File: src/shared/tcoc_pkg.sv
/*
  constants, types and helper functions shared by the timer compare block.
  assumes a 32-bit classic wishbone bus with word-aligned registers.
*/
package tcoc_pkg;
  // counter geometry
  localparam int CNT_W = 16;
  localparam logic [15:0] CNT_RST = 16'h0000;
  localparam logic [15:0] CNT_MAX = 16'hffff;
  // register word indexes (byte address / 4)
  localparam logic [5:0] IDX_CTRL = 6'h00;
  localparam logic [5:0] IDX_COUNT = 6'h01;
  localparam logic [5:0] IDX_CMP_A = 6'h02;
  localparam logic [5:0] IDX_CMP_B = 6'h03;
  localparam logic [5:0] IDX_CAPT = 6'h04;
  localparam logic [5:0] IDX_FLAGS = 6'h05;
  localparam logic [5:0] IDX_PORT = 6'h06;
  localparam logic [5:0] IDX_STATE = 6'h07;
  // control field positions
  localparam int CTRL_WGM_LSB = 0;
  localparam int CTRL_COM_LSB = 4;
  localparam int CTRL_FORCE_LSB = 8;
  // flag positions
  localparam int FLG_OVF = 0;
  localparam int FLG_CMP_LSB = 1;
  localparam int FLG_CAPT = 3;
  // port register positions
  localparam int PRT_DIR_LSB = 0;
  localparam int PRT_VAL_LSB = 2;
  localparam int PRT_IN_LSB = 4;
  localparam logic [3:0] WGM_RST = 4'h0;
  // waveform modes handled here
  typedef enum logic [3:0] {
    TCOC_WGM_NORMAL = 4'h0,
    TCOC_WGM_CTC_CMP = 4'h4,
    TCOC_WGM_CTC_CAP = 4'hc
  } tcoc_wgm_type;
  // non-pwm output actions
  typedef enum logic [1:0] {
    TCOC_COM_OFF = 2'h0,
    TCOC_COM_TOGGLE = 2'h1,
    TCOC_COM_CLEAR = 2'h2,
    TCOC_COM_SET = 2'h3
  } tcoc_com_type;

  // byte-lane merge of a 16-bit register
  function automatic logic [15:0] tcoc_merge16(input logic [15:0] old,
                                               input logic [31:0] wdata,
                                               input logic [3:0] sel);
    tcoc_merge16 = {sel[1] ? wdata[15:8] : old[15:8], sel[0] ? wdata[7:0] : old[7:0]};
  endfunction : tcoc_merge16

  // true for modes that are not pwm
  function automatic logic tcoc_non_pwm(input logic [3:0] wgm);
    tcoc_non_pwm = (wgm == TCOC_WGM_NORMAL) || (wgm == TCOC_WGM_CTC_CMP) ||
                   (wgm == TCOC_WGM_CTC_CAP) || (wgm == 4'hd);
  endfunction : tcoc_non_pwm
endpackage : tcoc_pkg

File: src/shared/tcoc_if.sv
/*
  carriers between the core and its helper modules.
  assumes all parties sit on the one system clock.
*/
`timescale 1ns/1ps
// one compare channel
interface tcoc_chan_if;
  logic [15:0] count; // live counter
  logic [15:0] compare; // compare value
  logic [1:0] com; // output mode field
  logic tick; // timer clock enable
  logic block; // match suppression
  logic force_cmp; // force strobe, already gated by mode
  logic dir; // pin direction bit
  logic port_val; // general port value
  logic hit; // qualified match
  logic state; // internal output state
  logic pin; // pin level
  logic oe; // pin drive enable
  modport core (output count, compare, com, tick, block, force_cmp, dir, port_val,
                input hit, state, pin, oe);
  modport chan (input count, compare, com, tick, block, force_cmp, dir, port_val,
                output hit, state, pin, oe);
endinterface : tcoc_chan_if

// register request from the bus front end
interface tcoc_req_if;
  logic wr; // write commits this edge
  logic [5:0] idx; // word index
  logic [31:0] wdata; // write data
  logic [3:0] sel; // byte lanes
  logic [31:0] rdata; // read value of idx
  modport bus (output wr, idx, wdata, sel, input rdata);
  modport core (input wr, idx, wdata, sel, output rdata);
endinterface : tcoc_req_if

File: src/hdl/tcoc_timer.sv
/*
  16-bit timer with two compare channels, normal and clear-on-match modes.
  assumes a prescaler outside gives a one-cycle timer tick on i_clk.
*/
// Decided for this implementation: the Wishbone interface to the registers and the address map.
`timescale 1ns/1ps
module tcoc_timer
  import tcoc_pkg::*;
(
  // clock and reset
  input wire logic i_clk,
  input wire logic i_rst_b,
  // wishbone slave
  input wire logic i_wb_cyc,
  input wire logic i_wb_stb,
  input wire logic i_wb_we,
  input wire logic [7:0] i_wb_adr,
  input wire logic [3:0] i_wb_sel,
  input wire logic [31:0] i_wb_dat,
  output logic [31:0] o_wb_dat,
  output logic o_wb_ack,
  // prescaled timer clock enable
  input wire logic i_timer_tick,
  // compare output pins, index 0 is channel a
  input wire logic [1:0] i_cmp_pin,
  output logic [1:0] o_cmp_pin,
  output logic [1:0] o_cmp_pin_oe
);
  ////////////////////////////////////////////////////////////////////////
  // declarations

  tcoc_req_if req (); // bus request carrier
  tcoc_chan_if chan [2] (); // per-channel carriers

  logic [3:0] waveform_mode_select; // counting sequence select
  logic [1:0] compare_output_mode_field [2]; // output action per channel
  logic [15:0] timer_count_value; // the counter
  logic [15:0] compare_value_reg [2]; // compare a and b
  logic [15:0] capture_value_reg; // capture register, top in mode 12
  logic overflow_flag; // sticky overflow
  logic [1:0] compare_match_flag; // sticky compare flags
  logic capture_flag; // sticky capture flag
  logic [1:0] output_pin_direction_bit; // pin directions
  logic [1:0] port_out_val; // general port output values
  logic [2:0] pin_sync [2]; // three-stage pin input sync
  logic [1:0] pin_in; // filtered pin input level
  logic block_match; // matches suppressed until next tick
  logic [1:0] hit; // qualified matches from channels
  logic [1:0] state; // output states from channels
  logic [1:0] force_strobe; // force request, mode gated
  logic wr_ctrl; // control register write
  logic wr_count; // counter write
  logic wr_flags; // flag register write
  logic mode_ctc; // any clear-on-match mode
  logic [15:0] top_value; // current top in clear mode
  logic top_hit; // top match on a tick
  logic wrap; // count passes max to zero
  logic [31:0] next_rdata; // read mux value

  ////////////////////////////////////////////////////////////////////////
  // bus front end

  tcoc_bus_slave u_bus (
    .i_clk (i_clk),
    .i_rst_b (i_rst_b),
    .i_wb_cyc (i_wb_cyc),
    .i_wb_stb (i_wb_stb),
    .i_wb_we (i_wb_we),
    .i_wb_adr (i_wb_adr),
    .i_wb_sel (i_wb_sel),
    .i_wb_dat (i_wb_dat),
    .o_wb_dat (o_wb_dat),
    .o_wb_ack (o_wb_ack),
    .req (req.bus)
  );

  // write decodes
  assign wr_ctrl = req.wr && (req.idx == IDX_CTRL);
  assign wr_count = req.wr && (req.idx == IDX_COUNT);
  assign wr_flags = req.wr && (req.idx == IDX_FLAGS);

  ////////////////////////////////////////////////////////////////////////
  // compare channels

  genvar g;
  generate
    for (g = 0; g < 2; g++)
    begin : g_chan
      assign chan[g].count = timer_count_value;
      assign chan[g].compare = compare_value_reg[g];
      assign chan[g].com = compare_output_mode_field[g];
      assign chan[g].tick = i_timer_tick;
      assign chan[g].block = block_match;
      assign chan[g].force_cmp = force_strobe[g];
      assign chan[g].dir = output_pin_direction_bit[g];
      assign chan[g].port_val = port_out_val[g];
      assign hit[g] = chan[g].hit;
      assign state[g] = chan[g].state;
      assign o_cmp_pin[g] = chan[g].pin;
      assign o_cmp_pin_oe[g] = chan[g].oe;

      tcoc_cmp_chan u_chan (
        .i_clk (i_clk),
        .i_rst_b (i_rst_b),
        .ch (chan[g].chan)
      );

      // force lasts the single write cycle, pwm modes ignore it
      assign force_strobe[g] = wr_ctrl && req.sel[1] &&
                               req.wdata[CTRL_FORCE_LSB + g] &&
                               tcoc_non_pwm(req.wdata[CTRL_WGM_LSB +: 4]);

      // compare values, written straight through in these modes
      always_ff @(posedge i_clk or negedge i_rst_b)
      begin
        if (!i_rst_b)
        begin
          compare_value_reg[g] <= CNT_RST;
        end
        else if (req.wr && (req.idx == IDX_CMP_A + 6'(g)))
        begin
          compare_value_reg[g] <= tcoc_merge16(compare_value_reg[g], req.wdata, req.sel);
        end
      end

      // pin input sync; a level counts once stages two and three agree
      always_ff @(posedge i_clk or negedge i_rst_b)
      begin
        if (!i_rst_b)
        begin
          pin_sync[g] <= 3'h0;
          pin_in[g] <= 1'b0;
        end
        else
        begin
          pin_sync[g] <= {pin_sync[g][1:0], i_cmp_pin[g]};
          if (pin_sync[g][1] == pin_sync[g][2])
          begin
            pin_in[g] <= pin_sync[g][2];
          end
        end
      end
    end
  endgenerate

  ////////////////////////////////////////////////////////////////////////
  // control register: mode and output mode fields

  // the output state is not reset here, so mode changes keep it
  always_ff @(posedge i_clk or negedge i_rst_b)
  begin
    if (!i_rst_b)
    begin
      waveform_mode_select <= WGM_RST;
      compare_output_mode_field[0] <= TCOC_COM_OFF;
      compare_output_mode_field[1] <= TCOC_COM_OFF;
    end
    else if (wr_ctrl && req.sel[0])
    begin
      waveform_mode_select <= req.wdata[CTRL_WGM_LSB +: 4];
      compare_output_mode_field[0] <= req.wdata[CTRL_COM_LSB +: 2];
      compare_output_mode_field[1] <= req.wdata[CTRL_COM_LSB + 2 +: 2];
    end
  end

  ////////////////////////////////////////////////////////////////////////
  // capture register, written by software only in this block

  // capture events are outside this block; the mode field never reaches here
  always_ff @(posedge i_clk or negedge i_rst_b)
  begin
    if (!i_rst_b)
    begin
      capture_value_reg <= CNT_RST;
    end
    else if (req.wr && (req.idx == IDX_CAPT))
    begin
      capture_value_reg <= tcoc_merge16(capture_value_reg, req.wdata, req.sel);
    end
  end

  ////////////////////////////////////////////////////////////////////////
  // top selection for clear-on-match

  assign mode_ctc = (waveform_mode_select == TCOC_WGM_CTC_CMP) ||
                    (waveform_mode_select == TCOC_WGM_CTC_CAP);
  // unbuffered: a top rewritten below the count is simply passed by
  assign top_value = (waveform_mode_select == TCOC_WGM_CTC_CAP) ?
                     capture_value_reg : compare_value_reg[0];
  // a blocked top match does not clear, so counting runs on to max
  assign top_hit = mode_ctc && i_timer_tick && !block_match &&
                   (timer_count_value == top_value);
  assign wrap = i_timer_tick && !wr_count && (timer_count_value == CNT_MAX);

  ////////////////////////////////////////////////////////////////////////
  // counter

  // a bus write wins over the tick in the same cycle
  always_ff @(posedge i_clk or negedge i_rst_b)
  begin
    if (!i_rst_b)
    begin
      timer_count_value <= CNT_RST;
    end
    else if (wr_count)
    begin
      timer_count_value <= tcoc_merge16(timer_count_value, req.wdata, req.sel);
    end
    else if (i_timer_tick)
    begin
      if (top_hit)
      begin
        timer_count_value <= CNT_RST;
      end
      else
      begin
        timer_count_value <= timer_count_value + 16'h0001;
      end
    end
  end

  ////////////////////////////////////////////////////////////////////////
  // match blocking after a counter write

  // holds through a stopped timer until the next tick passes
  always_ff @(posedge i_clk or negedge i_rst_b)
  begin
    if (!i_rst_b)
    begin
      block_match <= 1'b0;
    end
    else if (wr_count)
    begin
      block_match <= 1'b1;
    end
    else if (i_timer_tick)
    begin
      block_match <= 1'b0;
    end
  end

  ////////////////////////////////////////////////////////////////////////
  // flags: hardware sets, software writes one to clear, set wins

  always_ff @(posedge i_clk or negedge i_rst_b)
  begin
    if (!i_rst_b)
    begin
      overflow_flag <= 1'b0;
      compare_match_flag <= 2'h0;
      capture_flag <= 1'b0;
    end
    else
    begin
      if (wrap)
      begin
        overflow_flag <= 1'b1;
      end
      else if (wr_flags && req.sel[0] && req.wdata[FLG_OVF])
      begin
        overflow_flag <= 1'b0;
      end
      for (int i = 0; i < 2; i++)
      begin
        if (hit[i])
        begin
          compare_match_flag[i] <= 1'b1;
        end
        else if (wr_flags && req.sel[0] && req.wdata[FLG_CMP_LSB + i])
        begin
          compare_match_flag[i] <= 1'b0;
        end
      end
      if (top_hit && (waveform_mode_select == TCOC_WGM_CTC_CAP))
      begin
        capture_flag <= 1'b1;
      end
      else if (wr_flags && req.sel[0] && req.wdata[FLG_CAPT])
      begin
        capture_flag <= 1'b0;
      end
    end
  end

  ////////////////////////////////////////////////////////////////////////
  // port register: pin directions and general port values

  // software should set the output state before turning the pin on
  always_ff @(posedge i_clk or negedge i_rst_b)
  begin
    if (!i_rst_b)
    begin
      output_pin_direction_bit <= 2'h0;
      port_out_val <= 2'h0;
    end
    else if (req.wr && (req.idx == IDX_PORT) && req.sel[0])
    begin
      output_pin_direction_bit <= req.wdata[PRT_DIR_LSB +: 2];
      port_out_val <= req.wdata[PRT_VAL_LSB +: 2];
    end
  end

  ////////////////////////////////////////////////////////////////////////
  // read mux, unmapped words read zero

  always_comb
  begin
    next_rdata = 32'h0000_0000;
    unique case (req.idx)
      IDX_CTRL:
      begin
        next_rdata[CTRL_WGM_LSB +: 4] = waveform_mode_select;
        next_rdata[CTRL_COM_LSB +: 2] = compare_output_mode_field[0];
        next_rdata[CTRL_COM_LSB + 2 +: 2] = compare_output_mode_field[1];
      end
      IDX_COUNT: next_rdata[15:0] = timer_count_value;
      IDX_CMP_A: next_rdata[15:0] = compare_value_reg[0];
      IDX_CMP_B: next_rdata[15:0] = compare_value_reg[1];
      IDX_CAPT: next_rdata[15:0] = capture_value_reg;
      IDX_FLAGS:
      begin
        next_rdata[FLG_OVF] = overflow_flag;
        next_rdata[FLG_CMP_LSB +: 2] = compare_match_flag;
        next_rdata[FLG_CAPT] = capture_flag;
      end
      IDX_PORT:
      begin
        next_rdata[PRT_DIR_LSB +: 2] = output_pin_direction_bit;
        next_rdata[PRT_VAL_LSB +: 2] = port_out_val;
        next_rdata[PRT_IN_LSB +: 2] = pin_in;
      end
      IDX_STATE: next_rdata[1:0] = state;
      default: next_rdata = 32'h0000_0000; // unmapped
    endcase
  end

  assign req.rdata = next_rdata;
endmodule : tcoc_timer

File: src/hdl/tcoc_bus_slave.sv
/*
  classic wishbone slave front end: one ack per request, registered data.
  assumes the master holds its request until it samples ack.
*/
`timescale 1ns/1ps
module tcoc_bus_slave
  import tcoc_pkg::*;
(
  // clock and reset
  input wire logic i_clk,
  input wire logic i_rst_b,
  // wishbone
  input wire logic i_wb_cyc,
  input wire logic i_wb_stb,
  input wire logic i_wb_we,
  input wire logic [7:0] i_wb_adr,
  input wire logic [3:0] i_wb_sel,
  input wire logic [31:0] i_wb_dat,
  output logic [31:0] o_wb_dat,
  output logic o_wb_ack,
  // core side
  tcoc_req_if.bus req
);
  logic take; // request taken at this edge

  // the guard on ack keeps a held request from being taken twice
  assign take = i_wb_cyc & i_wb_stb & ~o_wb_ack;
  assign req.wr = take & i_wb_we;
  assign req.idx = i_wb_adr[7:2];
  assign req.wdata = i_wb_dat;
  assign req.sel = i_wb_sel;

  ////////////////////////////////////////////////////////////////////////
  // ack and read data
  always_ff @(posedge i_clk or negedge i_rst_b)
  begin
    if (!i_rst_b)
    begin
      o_wb_ack <= 1'b0;
      o_wb_dat <= 32'h0000_0000;
    end
    else
    begin
      o_wb_ack <= take;
      if (take && !i_wb_we)
      begin
        o_wb_dat <= req.rdata; // sampled with the ack
      end
    end
  end
endmodule : tcoc_bus_slave

File: src/hdl/tcoc_cmp_chan.sv
/*
  one compare channel: comparator, output state and pin override.
  assumes tick, block and force come from the core on the same clock.
*/
`timescale 1ns/1ps
module tcoc_cmp_chan
  import tcoc_pkg::*;
(
  // clock and reset
  input wire logic i_clk,
  input wire logic i_rst_b,
  // core side
  tcoc_chan_if.chan ch
);
  logic act; // apply the output action now
  logic next_state; // state after the action

  // a match only counts on a timer tick and when not blocked
  assign ch.hit = ch.tick & ~ch.block & (ch.count == ch.compare);
  assign act = ch.hit | ch.force_cmp;

  // action picked from the live mode field, no shadow copy
  always_comb
  begin
    unique case (tcoc_com_type'(ch.com))
      TCOC_COM_OFF: next_state = ch.state;
      TCOC_COM_TOGGLE: next_state = ~ch.state;
      TCOC_COM_CLEAR: next_state = 1'b0;
      TCOC_COM_SET: next_state = 1'b1;
    endcase
  end

  ////////////////////////////////////////////////////////////////////////
  // internal output state, untouched by mode changes
  always_ff @(posedge i_clk or negedge i_rst_b)
  begin
    if (!i_rst_b)
    begin
      ch.state <= 1'b0;
    end
    else if (act)
    begin
      ch.state <= next_state;
    end
  end

  ////////////////////////////////////////////////////////////////////////
  // pin level and enable, registered for clean outputs
  always_ff @(posedge i_clk or negedge i_rst_b)
  begin
    if (!i_rst_b)
    begin
      ch.pin <= 1'b0;
      ch.oe <= 1'b0;
    end
    else
    begin
      ch.pin <= (ch.com != 2'h0) ? ch.state : ch.port_val;
      ch.oe <= ch.dir;
    end
  end
endmodule : tcoc_cmp_chan

File: config.mk
export PLATFORM = sky130hd
export DESIGN_NAME = tcoc_timer
export DESIGN_NICKNAME = d
export VERILOG_FILES = /design/src/shared/tcoc_pkg.sv /design/src/shared/tcoc_if.sv /design/src/hdl/tcoc_timer.sv /design/src/hdl/tcoc_bus_slave.sv /design/src/hdl/tcoc_cmp_chan.sv
export SDC_FILE = /design/constraint.sdc
export NUM_CORES = 1
export LEC_CHECK = 0
export ABC_CLOCK_PERIOD_IN_PS = 3170
export BUFFER_PORTS_ARGS = -buffer_cell sky130_fd_sc_hd__buf_4
export CAP_MARGIN = 20
export CORE_UTILIZATION = 35
export CTS_CLUSTER_SIZE = 28
export DETAILED_ROUTE_END_ITERATION = 8
export GPL_TIMING_DRIVEN = 0
export HOLD_SLACK_MARGIN = 0.06
export PLACE_DENSITY_LB_ADDON = 0.15
export SLEW_MARGIN = 5
export SYNTH_ARGS = -nofsm -noshare
export SYNTH_HDL_FRONTEND = slang
export SYNTH_SLANG_ARGS = --single-unit
File: constraint.sdc
create_clock -name i_clk -period 3.17 [get_ports i_clk]
set_input_delay 0.317 -clock i_clk [delete_from_list [all_inputs] [get_ports i_clk]]
set_output_delay 0.317 -clock i_clk [all_outputs]
set_load 0.01 [all_outputs]
==> summary.md, run 1 <==
| Metric | Value |
|---|---|
| Num rows | 48 |
| Critical Path RT | 3.38 ns |
| Fin. Hold Viols | 0 |
| Hpwl dp | 13900 um |
| DR pass1 iterations | 5 |
| FF+latch count, synth | 112 |
| Worst Path Buf+Inv | 2 |
| Port buffer count | 51 |
| Hold crit path type | input port to flop |
| Max FFs per register | 32 |
| DIE WIDTH | 136 um |
| Setup ws final | 0.251 ns |
| Clk_lat worst skew | 0.35 ns |
| GRT overflow | 0 |
| Fmax | 343 MHz |
| Share of layout cells above drive strength 1 | 26.4% |
| Yosys top cell by area | dfrtp_1 |
| CTS tree | done |
| Sw frac | 33.7% |
| Power Density | 529 mW/mm^2 |
| Global-route wire length before repair | 28800 um |
| Flop pwr share | 41.7% |
| Global Route Usage Sum | 21.3% |
| Initial core utilization | 36.0% |
| Vias | 4921 |
| Worst R2R Setup Slack | 0.25 ns |
| Startpoint Class | flop |
| Peak supply drop | 0.000232 V |
| Post-DRT Antenna Nets | 0 |
| Initial drt markers | 496 |
| Tightest Pin Transition | 0.935 ns |
| Post-synthesis instance area | 0.00624 sq mm |
| DRC | 0 |
| Seq/Total Area, Yosys | 44.9% |
| Layout overhead on the synthesized area | 16.7% |
| Clock sinks | 112 |
| CTS resizes | 0 |
| Leakage | 3.32 nW |
| Yosys warning count | 0 |
| Slowest stage delay, CP | 0.74 ns |
| GPL Wtd Cong | 0.908 |
| Reg clk slew, reported paths | 0.07 ns |
| H-tree levels | 3 |
| CP top delay family | simple AND/OR/NAND/NOR gates |
| Setup WS pre-CTS | 0.0345 ns |
| Max Cap Violations | 0 |
| Post-Synthesis Cells | 597 |
| Drt total wl | 18500 um |
| Status | finished clean |
| Post-synth top area share | 44.9% |
| Net Switching | 0.00130 W |
| Postcts setup bufs | 0 |
| Vias/cell | 5.43 |
| FFs w/ async S/R, synth | 100% |
| Final layout net count | 730 |
| Max_slew headroom | 37.3% |
| Core Footprint | 0.0174 sq mm |
| Unrepaired setup endpoints after global routing | no |
| Initial antenna violation count | 0 |
| Non-Filler Instances | 907 |
| WP data arrival | 3.13 ns |
| # setup viols final | 0 |
| Synth cell types | 60 |
| Final core occ | 42.0% |
| Predominant post-synthesis flop cell | dfrtp_1 |
| Clock skew | 0.00606 ns |
| Slowest stage cell, crit path | nor4_4 |
| Crit-path max FO | 10 |
| Crit path cell chain | clkbuf_1, xnor2_1, nand4_1, nor3_1, a21oi_1, nor4_4, buf_6, o31ai_2 |
| Placed insts | 889 |
| Commonest cells in the netlist | dfrtp_1, mux2_2, nand2_1 |
| Avg Synthesized Cell Area | 10.5 sq um |
| Hold slack | 0.0739 ns |
| IO Pins | 89 |
| Clock Power Share | 27.8% |
| Die Y | 136 um |
| Most common cell in the netlist | dfrtp_1 |
| Inserted Clock Buffers | 9 |
| CP Class | flop to flop |
| Combinational Power Share | 30.5% |
| Number of synthesized flops with an enable pin | 0 |
| Fin crit share | 92.1% |
| Int Pwr | 0.00256 W |
| Root buffer cell | clkbuf_16 |
| Largest cells by area after synthesis | dfrtp_1, mux2_2, xnor2_1 |
| Clk buf depth | 2 |
| Power consumption | 0.00385 W |
| Largest net degree at the start of global routing | 60 |
| Number of global-route vias before repair | 4903 |
| Routed len/inst | 20.4 um |
| ANT cells | 0 |
| Die area | 0.0184 sq mm |
| Final min period | 2.92 ns |
| Critical Path End Type | flop |
| Slew Limit Fails | 0 |
[cell type report]
| type | count | area [sq um] |
|---|---|---|
| Inverter | 14 | 52.6 |
| Sequential cell | 112 | 2800 |
| Timing Repair Buffer | 54 | 434 |
| Clock buffer | 14 | 254 |
| Fill cell | 1685 | 10100 |
| Tap cell | 225 | 282 |
| Buffer | 59 | 322 |
| Clock inverter | 2 | 15.0 |
| Multi-Input combinational cell | 427 | 3120 |
[power groups by stage]
stage                     Clock (W)  Sequential (W)  Combinational [W]
final                       0.00107         0.00161            0.00118
after global routing        0.00115         0.00162            0.00128
after CTS                   0.00110         0.00161            0.00117
after detailed placement          0         0.00163            0.00116
after global placement            0         0.00163            0.00115
after floorplan                   0         0.00161           0.000816
[repair_timing]
item	in CTS	in global routing
hold buffers	2	0
endpoints found under the hold margin	59	0
setup endpoints to repair	0	0
[worst register-to-register path, cell delays in order, from the launching register on]
cell	delay, ns
dfrtp_1	0.32
clkbuf_1	0.39
xnor2_1	0.21
nand4_1	0.12
nor3_1	0.45
a21oi_1	0.19
nor4_4	0.74
buf_6	0.28
o31ai_2	0.09
[cells by family (layout without fill, tap and decap cells)]
kind of cell / count (synthesis) / after routing / synth area share (%)
adders and majority gates: 3 / 3 / 0.521
xor gates and xnor gates: 40 / 40 / 5.61
other: 1 / 16 / 0.0601
DFF: 112 / 112 / 44.9
and+or+nand+nor: 181 / 181 / 14.9
AOI/OAI and AO/OA: 105 / 105 / 12.2
buffers and inverters: 73 / 143 / 5.99
muxes: 82 / 82 / 15.9
[final timing paths]
path                                             to             start  cells past startpoint
worst max register to register     chan[0].count[5]  chan[0].count[6]                      8
worst max-delay path               chan[0].count[5]  chan[0].count[6]                      8
worst min register to register          pin_sync[4]       pin_sync[3]                      0
max in group asynchronous       chan[0].compare[15]           i_rst_b                      3
min in group asynchronous               pin_sync[3]           i_rst_b                      2
worst min-delay path                    pin_sync[0]      i_cmp_pin[1]                      1
[placed cells by master (no fill, tap or decap), types with 8 or more instances in the layout]
cell type / n
conb_1: 16
a22o_1: 10
o21ai_0: 19
buf_4: 70
mux2_2: 61
a222oi_1: 9
nor2_1: 27
clkbuf_16: 9
clkbuf_1: 30
mux2i_1: 13
dfrtp_1: 112
buf_2: 8
xor2_1: 13
nand2_1: 58
xnor2_1: 27
and3_1: 18
a21oi_1: 27
inv_1: 13
nand4_1: 10
nand3_1: 16
nor3_1: 16
[layer usage]
metal,track usage (%),wire length [um],vias up
li1,-,-,2282
met1,30.2,8690,2456
met2,33.3,8470,162
met3,2.62,956,21
met4,7.74,379,0
met5,0,0,-
[per-stage QoR]
stage | cell area (sq um) | TNS, ns
after detailed placement | 7000 | 0
after floorplan | 6300 | 0
final | 7280 | 0
after global routing | 7280 | 0
after global placement | 6960 | -0.0174
after CTS | 7280 | 0
No activity file was read; power rests on OpenSTA's default activity.
==> run 2, diff against run 1 <==
--- a/config.mk
+++ b/config.mk
@@ -5,13 +5,13 @@
 export SDC_FILE = /design/constraint.sdc
 export NUM_CORES = 1
 export LEC_CHECK = 0
+export ABC_AREA = 1
 export ABC_CLOCK_PERIOD_IN_PS = 3170
 export BUFFER_PORTS_ARGS = -buffer_cell sky130_fd_sc_hd__buf_4
 export CAP_MARGIN = 20
 export CORE_UTILIZATION = 35
 export CTS_CLUSTER_SIZE = 28
 export DETAILED_ROUTE_END_ITERATION = 8
-export GPL_TIMING_DRIVEN = 0
 export HOLD_SLACK_MARGIN = 0.06
 export PLACE_DENSITY_LB_ADDON = 0.15
 export SLEW_MARGIN = 5
==> run 2 against run 1 <==
Critical path depth grew 4. Cell count is 22% higher. Register-to-register slack better by 0.63 ns. Power decreased by 2.5%.
==> summary.md, run 2 <==
| Metric | Value |
|---|---|
| Status | finished clean |
| Die Y | 135 um (-0.25%) |
| Most common cell in the netlist | nand2_1 |
| Core Footprint | 0.0173 sq mm (-0.35%) |
| Synth cell types | 40 (-33%) |
| FFs w/ async S/R, synth | 100% (unchanged) |
| Port buffer count | 52 (+2.0%) |
| Hold crit path type | input port to flop |
| Most common cell after layout, fill and taps aside | nand2_1 |
| Fmax | 438 MHz (+28%) |
| Final layout net count | 930 (+27%) |
| Max Cap Violations | 0 (unchanged) |
| Leakage | 3.45 nW (+4.0%) |
| Share of layout cells above drive strength 1 | 10.7% (-16 points) |
| CTS resizes | 0 (unchanged) |
| H-tree levels | 3 (unchanged) |
| Avg Synthesized Cell Area | 7.47 sq um (-29%) |
| Final min period | 2.28 ns (-0.634 ns) |
| Clock skew | 0.0105 ns (+0.00446 ns) |
| Post-DRT Antenna Nets | 0 (unchanged) |
| Clock sinks | 112 (unchanged) |
| Yosys warning count | 0 (unchanged) |
| DIE WIDTH | 135 um (-0.25%) |
| IO Pins | 89 (unchanged) |
| Initial drt markers | 505 (+1.8%) |
| Clk_lat worst skew | 0.36 ns (about the same) |
| WP data arrival | 2.53 ns (-0.60 ns) |
| Slowest stage delay, CP | 0.55 ns (-0.19 ns) |
| Setup ws final | 0.885 ns (+0.634 ns) |
| Critical Path RT | 3.41 ns (+0.03 ns) |
| Vias/cell | 5.15 (-5.1%) |
| DRC | 0 (unchanged) |
| Post-synthesis instance area | 0.00621 sq mm (-0.50%) |
| Largest cells by area after synthesis | dfrtp_1, nand2_1, o21ai_0 |
| Largest net degree at the start of global routing | 50 (-17%) |
| Fin. Hold Viols | 0 (unchanged) |
| Hpwl dp | 14200 um (+2.3%) |
| Crit path cell chain | inv_1, nand2_1, nor2_1, nand3_1, nand2_1, nand2_1, nor2_1, nand2_1, nor2_2, nand2_4, nand2_1, a21oi_1 |
| Startpoint Class | flop |
| Worst Path Buf+Inv | 1 (-1) |
| CP dominant cell by count | nand2_1 |
| Post-synth top area share | 45.1% (+0.23 points) |
| Root buffer cell | clkbuf_16 |
| Drt total wl | 19200 um (+4.0%) |
| DR pass1 iterations | 5 (unchanged) |
| Layout overhead on the synthesized area | 13.5% |
| ANT cells | 0 (unchanged) |
| Number of synthesized flops with an enable pin | 0 (unchanged) |
| Predominant post-synthesis flop cell | dfrtp_1 |
| Power consumption | 0.00376 W (-2.5%) |
| Power Density | 533 mW/mm^2 (+0.74%) |
| FF+latch count, synth | 112 (unchanged) |
| Initial core utilization | 35.9% (-0.056 points) |
| Initial antenna violation count | 0 (unchanged) |
| Seq/Total Area, Yosys | 45.1% (+0.23 points) |
| Routed len/inst | 17.4 um (-15%) |
| Fin crit share | 72.1% (-20 points) |
| Inserted Clock Buffers | 9 (unchanged) |
| Reg clk slew, reported paths | 0.08 ns (about the same) |
| Post-Synthesis Cells | 832 (+39%) |
| Max_slew headroom | 53.1% (+16 points) |
| Sum Neg Setup Slack | 0 ns (unchanged) |
| CP top delay family | simple AND/OR/NAND/NOR gates |
| CP Class | flop to flop |
| Commonest cells in the netlist | nand2_1, dfrtp_1, o21ai_0 |
| Yosys top cell by area | dfrtp_1 |
| Number of global-route vias before repair | 5220 (+6.5%) |
| Tightest Pin Transition | 0.700 ns (-0.234 ns) |
| GPL Wtd Cong | 0.917 (+1.1%) |
| Num rows | 48 (unchanged) |
| Most frequent cells in the layout | nand2_1, dfrtp_1, o21ai_0, inv_1, buf_4 |
| Critical Path End Type | flop |
| Crit-path max FO | 17 (+7) |
| Peak supply drop | 0.000285 V (+23%) |
| Postcts setup bufs | 0 (unchanged) |
| Global Route Usage Sum | 21.9% (+0.59 points) |
| # setup viols final | 0 (unchanged) |
| Global-route wire length before repair | 29800 um (+3.6%) |
| CTS tree | done |
| Max FFs per register | 32 (unchanged) |
| Clk buf depth | 2 (unchanged) |
| GRT overflow | 0 (unchanged) |
| Unrepaired setup endpoints after global routing | no |
| Vias | 5696 (+16%) |
| # hold bufs at CTS | 3 (+1) |
| Die area | 0.0183 sq mm (-0.49%) |
| Slew Limit Fails | 0 (unchanged) |
| Setup WS pre-CTS | 0.962 ns (+0.927 ns) |
| Slowest stage cell, crit path | nor2_1 |
## run 2: cell count changes after synthesis, sizes merged, moves of 13 or more
cell    delta
mux2      -62
clkbuf    -14
mux2i     -13
nand3     +19
inv       +76
and3      -19
nand2    +189
o21ai     +76
a21oi     +27
nor2      +38
xnor2     -19
## run 2: layout make-up
class	instances	area, sq um
fillers	1837	10200
multi-input cells	598	2850
repair buffers	65	508
clock buffers	10	229
inverters	91	342
well taps	225	282
clock inverters	5	43.8
flip-flops and latches	112	2800
## run 2: worst register-to-register path, delay by kind of cell, from the launching register on
family / cells / cell delay [ns]
AND/OR/NAND/NOR: 10 / 1.58
flip-flops: 1 / 0.45
buffers and inverters: 1 / 0.08
AO/OA/AOI/OAI: 1 / 0.06
## run 2: per-stage QoR
stage	std cells	instance area, sq um	hold slack, ns	utilization (%)
floorplan	847	6270	0.0214	-
global placement	1088	6750	0.333	39.0
detailed placement	1088	6750	0.337	39.0
CTS	1106	7050	0.174	40.8
global route	1106	7050	0.183	40.8
finish	1106	7050	0.178	40.8
## run 2: path summary, 6_finish.rpt
check / from / end / slack [ns] / cells past startpoint
hold / removal: i_timer_tick / block_match / 0.18 / 2
min in group asynchronous: i_rst_b / u_bus.o_wb_dat[11] / 0.54 / 2
max in group asynchronous: i_rst_b / output_pin_direction_bit[0] / 1.92 / 3
setup / recovery: waveform_mode_select[1] / chan[0].count[12] / 0.89 / 12
setup reg to reg: waveform_mode_select[1] / chan[0].count[12] / 0.89 / 12
hold reg to reg: pin_sync[3] / pin_sync[4] / 0.35 / 0
## run 2: where the power goes
group          internal, W  leakage [nW]  switching [W]  total [W]
Combinational     0.000347          1.85       0.000548   0.000895
Clock             0.000539         0.133       0.000544    0.00108
Sequential         0.00155          1.47       0.000236    0.00178
Total              0.00243          3.45        0.00133    0.00376
## run 2: logic make-up (layout without fill, tap and decap cells)
group           count (synthesis)  after routing  share of synthesized area [%]
compound gates                197            197                           18.1
xor+xnor                       12             12                           1.69
fa+ha+maj                       3              3                          0.524
buf+inv                       137            171                           10.0
flops                         112            112                           45.1
other cells                     1             16                         0.0604
simple gates                  370            370                           24.5
## run 2: per-layer routing
layer  vias up  part of all wire, %  global-route usage [%]
met5         -                    0                       0
met4         0                  1.8                    7.93
met3        21                  7.3                    3.40
met2       223                   41                    30.4
met1      2674                   50                    33.9
li1       2778                    -                       -
==> run 3, diff against run 2 <==
--- a/config.mk
+++ b/config.mk
@@ -6,7 +6,7 @@
 export NUM_CORES = 1
 export LEC_CHECK = 0
 export ABC_AREA = 1
-export ABC_CLOCK_PERIOD_IN_PS = 3170
+export ABC_CLOCK_PERIOD_IN_PS = 1850
 export BUFFER_PORTS_ARGS = -buffer_cell sky130_fd_sc_hd__buf_4
 export CAP_MARGIN = 20
 export CORE_UTILIZATION = 35
==> constraint.sdc (replaced) <==
create_clock -name i_clk -period 1.85 [get_ports i_clk]
set_input_delay 0.185 -clock i_clk [delete_from_list [all_inputs] [get_ports i_clk]]
set_output_delay 0.185 -clock i_clk [all_outputs]
set_load 0.01 [all_outputs]
==> run 3 against run 2 <==
The flow now finishes with violations (setup timing). Setup slack lost 1.0 ns. Die area is the same. Core utilization grew 3.4 points. Final area grew 8.4%. Clock-buffer cell count shrank 1. Clock skew grew 0.0031 ns. Register-to-register slack lost 1.0 ns. Maximum frequency grew 15%. Via count grew 4.8%. Routed wire length grew 4.1%.
==> summary.md, run 3 (same netlist as run 2, synthesis figures left out) <==
| Metric | Value |
|---|---|
| Cell Area, Placed | 0.00721 sq mm (+6.9%) |
| WP data arrival | 2.25 ns (-0.28 ns) |
| Largest net degree at the start of global routing | 42 (-16%) |
| Flop pwr share | 42.7% (-4.7 points) |
| Most common cell after layout, fill and taps aside | nand2_1 |
| Worst R2R Setup Slack | -0.14 ns (-1.03 ns) |
| Fmax | 502 MHz (+15%) |
| Failing checks | setup timing |
| GPL Wtd Cong | 0.862 (-6.0%) |
| Status | complete, but fails checks |
| Setup ws final | -0.141 ns (-1.03 ns) |
| Die Y | 135 um (unchanged) |
| Die area | 0.0183 sq mm (unchanged) |
| Vias | 5971 (+4.8%) |
| DRC | 0 (unchanged) |
| Peak supply drop | 0.000486 V (+70%) |
| Power Density | 894 mW/mm^2 (+68%) |
| Fillers | 1811 (-1.4%) |
| Max_slew headroom | 62.8% (+9.7 points) |
| Int Pwr | 0.00442 W (+82%) |
| Reg clk slew, reported paths | 0.08 ns (about the same) |
| Vias/cell | 5.09 (-1.1%) |
| Clock Power Share | 28.9% (about the same) |
| Fin crit share | 108% (+36 points) |
| Inserted Clock Buffers | 9 (unchanged) |
| DR pass1 iterations | 4 (-1) |
| Clk_lat worst skew | 0.37 ns (about the same) |
| Drt total wl | 20000 um (+4.1%) |
| Share of layout cells above drive strength 1 | 18.6% (+7.9 points) |
| Global Route Usage Sum | 22.9% (+1.0 points) |
| Max FFs per register | 32 (unchanged) |
| Clk buf depth | 2 (unchanged) |
| Hpwl dp | 15000 um (+5.3%) |
| Final layout net count | 995 (+7.0%) |
| IO Pins | 89 (unchanged) |
| Port buffer count | 52 (unchanged) |
| Leakage | 3.79 nW (+9.7%) |
| Hold crit path type | input port to flop |
| Final Cell Area | 0.00765 sq mm (+8.4%) |
| Root buffer cell | clkbuf_16 |
| Initial drt markers | 543 (+7.5%) |
| Initial antenna violation count | 0 (unchanged) |
| Slew Limit Fails | 0 (unchanged) |
| Clock skew | 0.0136 ns (+0.00310 ns) |
| Fin. Hold Viols | 0 (unchanged) |
| Max Cap Violations | 0 (unchanged) |
| Final min period | 1.99 ns (-0.293 ns) |
| Tightest Pin Transition | 0.558 ns (-0.143 ns) |
| Critical Path End Type | flop |
| Most frequent cells in the layout | nand2_1, buf_4, dfrtp_1, o21ai_0, inv_1 |
| Core Footprint | 0.0173 sq mm (unchanged) |
| CTS tree | done |
| Unrepaired setup endpoints after global routing | yes |
| Net Switching | 0.00242 W (+82%) |
| Critical Path RT | 2.11 ns (-1.30 ns) |
| GRT overflow | 0 (unchanged) |
| H-tree levels | 3 (unchanged) |
| # setup viols final | 17 (+17) |
| Initial core utilization | 35.9% (unchanged) |
| CP Class | flop to flop |
| Startpoint Class | flop |
| Routed len/inst | 17.1 um (-1.8%) |
| Post-DRT Antenna Nets | 0 (unchanged) |
| Num rows | 48 (unchanged) |
| ANT cells | 0 (unchanged) |
| Sw frac | 35.3% (about the same) |
| Final core occ | 44.2% (+3.4 points) |
| DIE WIDTH | 135 um (unchanged) |
| Global-route wire length before repair | 31000 um (+3.7%) |
| Layout overhead on the synthesized area | 23.1% |
| Combinational Power Share | 28.5% (+4.7 points) |
| Clock sinks | 112 (unchanged) |
| Number of global-route vias before repair | 5472 (+4.8%) |
| Crit-path max FO | 8 (-9) |
==> run 3: cell types whose count changed in the layout (fill, tap and decap cells not counted), sizes merged <==
cell and delta:
buf +62, inv +3, dlygate4sd3 +2, clkbuf -1, clkinv -1, nand2 +1
==> run 3: worst paths after layout <==
check,depth (start not counted),startpoint,endpoint
min,3,i_wb_dat[12],chan[0].count[12]
min reg2reg,0,pin_sync[0],pin_sync[1]
max in group asynchronous,3,i_rst_b,waveform_mode_select[1]
max reg2reg,11,waveform_mode_select[1],chan[0].count[7]
min in group asynchronous,2,i_rst_b,u_bus.o_wb_dat[10]
max,11,waveform_mode_select[1],chan[0].count[7]
==> run 3: critical path, stage by stage, from the launching register on <==
cell     delay [ns]
dfrtp_2        0.45
nor2_4         0.23
buf_4          0.15
nand3_1        0.10
nand3_1        0.14
nand2_1        0.07
nor2_1         0.10
nand2_1        0.10
nor2_4         0.21
nand2_4        0.16
nand2_1        0.10
a21oi_1        0.06
==> run 3: area by class of cell <==
class	instances	area (sq um)	share of cell area, %
Clock buffer	9	225	2.94
Clock inverter	7	62.6	0.818
Inverter	91	342	4.47
Multi-Input combinational cell	599	2920	38.2
Sequential cell	112	2810	36.7
Tap cell	225	282	3.68
Timing Repair Buffer	129	1010	13.2
==> run 3: repair_timing <==
| action | 4_1_cts | 5_1_grt |
|---|---|---|
| cloned | 0 | 1 |
| setup buffers | 0 | 2 |
| pin swaps | 0 | 1 |
| hold buffers | 5 | 0 |
| endpoints found under the hold margin | 40 | 0 |
| endpoints found under the setup margin | 16 | 36 |
| gates resized for setup | 1 | 22 |
==> run 3: per-layer routing <==
metal / vias up / GRT usage, % / part of all wire, %
met5: - / 0 / 0
met4: 0 / 7.62 / 2.0
met3: 25 / 3.85 / 6.8
met2: 216 / 33.6 / 42
met1: 2813 / 33.9 / 49
li1: 2917 / - / -
==> run 3: metrics by stage <==
| step | TNS, ns | hold slack [ns] | setup slack [ns] | total power, W | instances |
|---|---|---|---|---|---|
| 5_1_grt | -2.95 | 0.143 | -0.191 | 0.00724 | 1172 |
| 3_5_place_dp | -0.289 | 0.223 | -0.0271 | 0.00486 | 1148 |
| 4_1_cts | -0.457 | 0.107 | -0.0378 | 0.00686 | 1169 |
| 6_report | -2.14 | 0.113 | -0.141 | 0.00684 | 1172 |
| 3_3_place_gp | -0.0217 | 0.219 | -0.00690 | 0.00484 | 1148 |
| 2_1_floorplan | 0 | -0.111 | 0.153 | 0.00410 | 847 |
==> run 3: power groups by stage <==
| stage | sequential [W] | clock, W | combinational, W |
|---|---|---|---|
| 6_report | 0.00292 | 0.00197 | 0.00195 |
| 5_1_grt | 0.00295 | 0.00210 | 0.00220 |
| 4_1_cts | 0.00291 | 0.00203 | 0.00192 |
| 3_5_place_dp | 0.00296 | 0 | 0.00191 |
| 3_3_place_gp | 0.00295 | 0 | 0.00189 |
| 2_1_floorplan | 0.00283 | 0 | 0.00127 |
